**src/hdl/pwm_regulator_cfg.svh**
```systemverilog
/*
 * Constants of the voltage PWM amplitude regulator: widths, codes, counts.
 * Assumes a 10 MHz system clock and inclusion by bare name.
 */
`ifndef PWM_REGULATOR_CFG_SVH
`define PWM_REGULATOR_CFG_SVH

`define SCALE_W 8
`define SCALE_MAX 8'hFF
`define SCALE_RESET 8'h00
`define SINE_PEAK 8'hF8
`define GRAD_W 4
`define GRAD_OFF 4'h0
`define FREQ_W 2
`define PERIOD_W 11
`define HALF_PERIOD_0 11'h200
`define HALF_PERIOD_1 11'h156
`define HALF_PERIOD_2 11'h100
`define HALF_PERIOD_3 11'h0CD
`define BLANK_W 2
`define BLANK_CYCLES_0 11'h010
`define BLANK_CYCLES_1 11'h018
`define BLANK_CYCLES_2 11'h024
`define BLANK_CYCLES_3 11'h036
`define CUR_W 8
`define ERR_W 17
`define STILL_PERIODS 8'h80
`define CLK_PERIOD_NS 100

`endif

```
**src/hdl/pwm_regulator_pkg.sv**
```systemverilog
/*
 * Types of the voltage PWM amplitude regulator.
 * Assumes the cfg header is compiled alongside.
 */
package pwm_regulator_pkg;

    typedef enum logic [1:0]
    {
        MODE_OFF,
        MODE_CURRENT,
        MODE_VOLTAGE
    } chop_mode_e;

endpackage : pwm_regulator_pkg

```
**src/hdl/pwm_amplitude_regulator.sv**
```systemverilog
/*
 * Voltage PWM amplitude regulator for one motor: automatic proportional
 * scaling from sensed coil current, or fixed user amplitude.
 * Assumes current sample, target, velocity compare and standstill are
 * synchronous to clk and prepared by the chopper around it.
 */
`timescale 1ns/10ps
`include "pwm_regulator_cfg.svh"

module pwm_amplitude_regulator
(
    // clock and reset
    input wire logic clk,
    input wire logic rst_n,
    // configuration
    input wire logic pwm_autoscale,
    input wire logic [`GRAD_W-1:0] regulation_gradient,
    input wire logic [`SCALE_W-1:0] user_pwm_amplitude,
    input wire logic [`FREQ_W-1:0] pwm_frequency_select,
    input wire logic [`BLANK_W-1:0] blank_time_select,
    // motion state
    input wire logic below_switch_velocity,
    input wire logic standstill,
    // current feedback
    input wire logic [`CUR_W-1:0] coil_current,
    input wire logic [`CUR_W-1:0] target_current,
    // status and drive
    output logic [`SCALE_W-1:0] pwm_scale,
    output logic [`SCALE_W-1:0] sine_peak,
    output logic voltage_mode_active,
    output logic regulation_started,
    output logic pwm_on,
    output logic period_tick
);

    typedef struct packed
    {
        logic [`SCALE_W-1:0] scale;
        logic started;
        logic active;
        logic [7:0] still_cnt;
    } reg_s;

    reg_s s_q;
    reg_s s_d;
    logic sample;
    logic enabled;
    logic in_voltage;
    logic signed [`ERR_W-1:0] err;
    logic signed [`ERR_W-1:0] acc;
    pwm_regulator_pkg::chop_mode_e mode;

    pwm_period_gen u_gen
    (
        .clk(clk),
        .rst_n(rst_n),
        .pwm_frequency_select(pwm_frequency_select),
        .blank_time_select(blank_time_select),
        .duty(s_q.scale),
        .period_tick(period_tick),
        .sample_strobe(sample),
        .pwm_on(pwm_on)
    );

    always_comb
    begin
        enabled = (regulation_gradient != `GRAD_OFF);
        in_voltage = enabled && below_switch_velocity;
        if (!enabled)
            mode = pwm_regulator_pkg::MODE_OFF;
        else if (in_voltage)
            mode = pwm_regulator_pkg::MODE_VOLTAGE;
        else
            mode = pwm_regulator_pkg::MODE_CURRENT;
        // proportional step, gain straight from the gradient
        err = $signed({9'h000, target_current})
            - $signed({9'h000, coil_current});
        acc = $signed({9'h000, s_q.scale})
            + err * $signed({13'h0000, regulation_gradient});
    end

    always_comb
    begin
        s_d = s_q;
        s_d.active = in_voltage;
        if (period_tick)
        begin
            if (standstill && s_q.still_cnt != `STILL_PERIODS)
                s_d.still_cnt = s_q.still_cnt + 8'h01;
            else if (!standstill)
                s_d.still_cnt = 8'h00;
        end
        case (mode)
            pwm_regulator_pkg::MODE_VOLTAGE:
            begin
                if (!s_q.active)
                    s_d.scale = user_pwm_amplitude;
                else if (!pwm_autoscale)
                begin
                    s_d.scale = user_pwm_amplitude;
                    s_d.started = 1'b0;
                end
                else if (!s_q.started)
                begin
                    // no start-up during motion: current would stay zero
                    if (standstill)
                        s_d.started = 1'b1;
                end
                else if (sample)
                begin
                    // a collapsed scale sticks, moving or not: zero duty gives no sample,
                    // so this standstill re-arm from the user amplitude never fires
                    if (s_q.scale == `SCALE_RESET && standstill)
                        s_d.scale = user_pwm_amplitude;
                    else if (acc > $signed({9'h000, `SCALE_MAX}))
                        s_d.scale = `SCALE_MAX;
                    else if (acc < 0)
                        s_d.scale = `SCALE_RESET;
                    else
                        s_d.scale = acc[`SCALE_W-1:0];
                end
            end
            pwm_regulator_pkg::MODE_CURRENT:
                ; // last scale held; re-entry reloads the user amplitude
            pwm_regulator_pkg::MODE_OFF:
            begin
                s_d.started = 1'b0;
                s_d.scale = `SCALE_RESET;
            end
            default:
                s_d = s_q;
        endcase
        if (!rst_n)
            s_d = '0;
    end

    always_ff @(posedge clk)
        s_q <= s_d;

    assign pwm_scale = s_q.scale;
    assign sine_peak = `SINE_PEAK;
    assign voltage_mode_active = s_q.active;
    assign regulation_started = s_q.started;

endmodule : pwm_amplitude_regulator

```
**src/hdl/pwm_period_gen.sv**
```systemverilog
/*
 * Voltage PWM carrier: triangle counter, period tick and on-phase sample
 * strobe after blanking. Assumes one 10 MHz clock, synchronous reset.
 */
`timescale 1ns/10ps
`include "pwm_regulator_cfg.svh"

module pwm_period_gen
(
    // clock and reset
    input wire logic clk,
    input wire logic rst_n,
    // configuration
    input wire logic [`FREQ_W-1:0] pwm_frequency_select,
    input wire logic [`BLANK_W-1:0] blank_time_select,
    input wire logic [`SCALE_W-1:0] duty,
    // carrier events
    output logic period_tick,
    output logic sample_strobe,
    output logic pwm_on
);

    typedef struct packed
    {
        logic [`PERIOD_W-1:0] cnt;
        logic down;
        logic tick;
        logic sample;
        logic on;
    } gen_s;

    gen_s s_q;
    gen_s s_d;
    logic [`PERIOD_W-1:0] half;
    logic [`PERIOD_W-1:0] blank;
    logic [`PERIOD_W+`SCALE_W-1:0] prod;
    logic [`PERIOD_W-1:0] on_len;

    always_comb
    begin
        case (pwm_frequency_select)
            2'h0: half = `HALF_PERIOD_0;
            2'h1: half = `HALF_PERIOD_1;
            2'h2: half = `HALF_PERIOD_2;
            default: half = `HALF_PERIOD_3;
        endcase
        case (blank_time_select)
            2'h0: blank = `BLANK_CYCLES_0;
            2'h1: blank = `BLANK_CYCLES_1;
            2'h2: blank = `BLANK_CYCLES_2;
            default: blank = `BLANK_CYCLES_3;
        endcase
        prod = half * duty;
        on_len = prod[`PERIOD_W+`SCALE_W-1:`SCALE_W];
    end

    always_comb
    begin
        s_d = s_q;
        s_d.tick = 1'b0;
        s_d.sample = 1'b0;
        if (s_q.down)
        begin
            if (s_q.cnt == '0)
            begin
                s_d.down = 1'b0;
                s_d.tick = 1'b1;
            end
            else
                s_d.cnt = s_q.cnt - 1'b1;
        end
        else if (s_q.cnt >= half - 1'b1)
            s_d.down = 1'b1;
        else
            s_d.cnt = s_q.cnt + 1'b1;
        s_d.on = (s_q.cnt < on_len);
        // current is only valid after blanking; short on-times never sample
        s_d.sample = s_q.down && (s_q.cnt == '0) && (on_len > blank);
        if (!rst_n)
            s_d = '0;
    end

    always_ff @(posedge clk)
        s_q <= s_d;

    assign period_tick = s_q.tick;
    assign sample_strobe = s_q.sample;
    assign pwm_on = s_q.on;

endmodule : pwm_period_gen

```
**config.mk**
```make
export PLATFORM = sky130hd
export DESIGN_NAME = pwm_amplitude_regulator
export DESIGN_NICKNAME = d
export VERILOG_FILES = /design/src/hdl/pwm_regulator_pkg.sv /design/src/hdl/pwm_amplitude_regulator.sv /design/src/hdl/pwm_period_gen.sv
export VERILOG_INCLUDE_DIRS = /design/src /design/src/hdl
export SDC_FILE = /design/constraint.sdc
export NUM_CORES = 1
export LEC_CHECK = 0
export ABC_CLOCK_PERIOD_IN_PS = 7800
export BUFFER_PORTS_ARGS = -buffer_cell sky130_fd_sc_hd__buf_4
export CELL_PAD_IN_SITES_DETAIL_PLACEMENT = 1
export CELL_PAD_IN_SITES_GLOBAL_PLACEMENT = 2
export CORE_MARGIN = 3
export CORE_UTILIZATION = 34
export DETAILED_ROUTE_END_ITERATION = 6
export PLACE_DENSITY = 0.77
export SETUP_SLACK_MARGIN = 0.15
export SYNTH_ARGS = -nofsm -noshare
export SYNTH_HDL_FRONTEND = slang
export SYNTH_HIERARCHICAL = 1
export SYNTH_SLANG_ARGS = --single-unit
```
**constraint.sdc**
```tcl
create_clock -name clk -period 7.8 [get_ports clk]
set_input_delay 1.56 -clock clk [delete_from_list [all_inputs] [get_ports clk]]
set_output_delay 1.56 -clock clk [all_outputs]
set_load 0.005 [all_outputs]
```
==> flow_summary.ini <==
[worst_setup_path]
r2r-end = u_gen/pwm_on
crit-reg2reg-launch = pwm_scale[7]
setup.worst_path.class = primary input to register
start_kind = primary input
reg2regPathDepth = 22
cp.arrival_ns = 7.50
critPathMaxStageDelay_ns = 0.52
cp_max_fo = 9
end_kind = register
required_ns = 7.96
crit_end = u_gen/pwm_on
crit_top_cell = ha_1
path_cells = buf_4 > ha_1 > or2_4 > and2_1 > fa_1 > ha_1 > inv_1 > fa_1 > inv_1 > fa_1 > ha_1 > a211o_1 > a31oi_4 > nor2_1 > o21a_1 > nor2_1 > xor2_2 > ha_1 > or3_1 > a31oi_4 > o211ai_2 > a211oi_2 > o221ai_1 > a2111oi_2
crit_slowest_cell = fa_1
rrSetupSlack_ns = 1.62
cp-startpoint = pwm_frequency_select[0]

[logic_synthesis]
seq_area_frac_synth_pct = 7.474
post-synth-top-count-cell = inv_1
synthCells = 823
postSynthAreaPerCell_um2 = 8.137
yosys_register_bits = 25
synth_edf_count = 0
synthTopCellsByArea = ha_1 22%, fa_1 20%, inv_1 9.2%, dfxtp_1 7.5%, and2_1 4.6%
ys_types = 66
ys_top_cells_by_count = 164 x inv_1, 119 x ha_1, 68 x fa_1
synth_top_area_share_pct = 22.23
async_flop_share_pct = 0
synth_area_um2 = 6696
yosys.area.top_type = ha_1
yosys_warnings = 6
synth_ff_type = dfxtp_1

[clocking]
cts_tree = built
clk_path_buf_depth = 2
cts_hold_buf = 0
cts_max_level = 1
clk_latency_ns = 0.26
cts_made_buffers = 3
cts_root_buffer = clkbuf_16
clkSinkCount = 25
clkTransAtPathRegs_ns = 0.07

[status]
status = complete, no violations

[detailed_routing]
drtPass1Iterations = 4
routed_via_density = 5.003
drcViolationCount = 0
wl_um = 18060
dr.first_iter.drc_count = 177
postRouteAntennaNets = 0
wl_per_cell_um = 15.97
dr_total_vias = 5658

[die]
die_area_um2 = 21420
die_w_um = 146.3
rows = 50
ios = 57
die-height_um = 146.3
start_util_pct = 35.21
fp.coreArea_um2 = 19020

[sta]
min_period_over_period_pct = 94.05
fin_skew_ns = 0.004964
fin_hold_ws_ns = 0.5681
hold_viol_final = 0
rsz0062_at_grt = false
fmax_ghz = 0.1363
slew_viol_final = 0
setup_viol_count_final = 0
fin_crit_ns = 7.336
max-slew-margin-rel_pct = 62.33
tightest_slew_ns = 0.5643
setup_ws_ns = 0.4641

[hold_path]
worstHoldPathType = register to register

[final_layout]
seqCellArea_um2 = 500.5
nFillCells = 2353
utilization_pct = 39.51
fin_nets = 1096
multi_input_area_um2 = 5535
diodes = 0
area_delta_synth_final_pct = 12.22
drive_gt1_share_pct = 10.45

[global_route]
track_usage_pct = 16.84
grt_pass1_wl_um = 30290
grt_max_degree = 16
antenna_found_initial = 0
grt_pass1_vias = 6044
grt_remaining_overflow = 0

[pwr]
powerDensity_nw_per_um2 = 228.1
ir_drop_mv = 0.1765
p_leak_nw = 3.891

[placement]
portBuffers = 48
hpwl_um = 15530
place_ws_ns = -0.09632
globalplace.congestion = 0.8111

[job]
max_cap_viol_count = 0
metal layers:
metal	wire length [µm]	GRT usage, %
met5	0	0
met4	114	2.117
met3	387	1.086
met2	8463	27.88
met1	9092	24.88
cell usage in the layout, fill, tap and decap left out, types with 11 or more instances in the layout:
cell type	count
and2_1	49
nor4_1	11
xor2_1	11
inv_1	164
fa_1	68
nor3_1	14
nor2_1	40
dfxtp_1	25
buf_4	58
a21oi_1	38
nand2_1	57
ha_1	117
xnor2_1	14
nand3_1	17
nor2b_1	14
o21ai_0	29
layout make-up:
type                       count  area share, %
multi-input combinational    619          73.66
inverter                     164          8.192
sequential                    25          6.660
timing repair buffer          59          6.061
tap                          260          4.329
clock buffer                   3         0.9990
clock inverter                 1        0.09990
sequential cells by signal (all words and copies together), names as in the netlist:
register	count
u_gen/s_q	12
pwm_scale	8
regulation_started	1
u_gen/period_tick	1
u_gen/pwm_on	1
u_gen/sample_strobe	1
voltage_mode_active	1
kinds of logic (layout without fill, tap and decap cells):
group                    count (synthesis)  after routing  synth area share, %
AND/OR/NAND/NOR                        240            240                18.95
other                                    2              8               0.1121
flip-flops                              25             25                7.474
XOR/XNOR                                27             27                3.644
AO/OA/AOI/OAI                          153            153                15.64
buffers and inverters                  185            227                10.95
adder cells (fa/ha/maj)                187            187                42.56
multiplexers                             4              4               0.6726
how the worst min path moves through the flow:
stage | cells past startpoint | from | to
2_1_floorplan | 2 | u_gen/s_q[6] | u_gen/s_q[6]
3_3_place_gp | 2 | regulation_started | regulation_started
3_5_place_dp | 2 | regulation_started | regulation_started
4_1_cts | 2 | regulation_started | regulation_started
5_1_grt | 2 | u_gen/s_q[14] | u_gen/s_q[14]
6_report | 2 | regulation_started | regulation_started
timing repair:
| action | 4_1_cts | 5_1_grt |
|---|---|---|
| resized for setup | 1 | 12 |
| setup buffers | 0 | 2 |
| pin swaps | 0 | 2 |
| cloned | 0 | 0 |
| setup endpoints to repair | 1 | 1 |
power by group:
group          internal, W  switching [W]
combinational     0.000577       0.000788
clock            0.0000698      0.0000510
sequential        0.000158      0.0000713
critical path, delay by kind of cell:
kind / cells / cell delay, ns
xor gates and xnor gates: 1 / 0.13
AOI/OAI and AO/OA: 8 / 1.82
adders and majority gates: 7 / 2.51
and+or+nand+nor: 5 / 1.23
buffers and inverters: 3 / 0.23
per-stage QoR:
step	power [W]	std cells	setup TNS, ns	cell area, µm²
after global placement	0.001566	1125	0	7355
after detailed placement	0.001588	1125	-0.09632	7355
after CTS	0.001723	1129	0	7437
after floorplan	0.001248	829	0	6719
final	0.001714	1131	0	7515
after global routing	0.001933	1131	0	7515
Power figures use the tool's default switching activity.
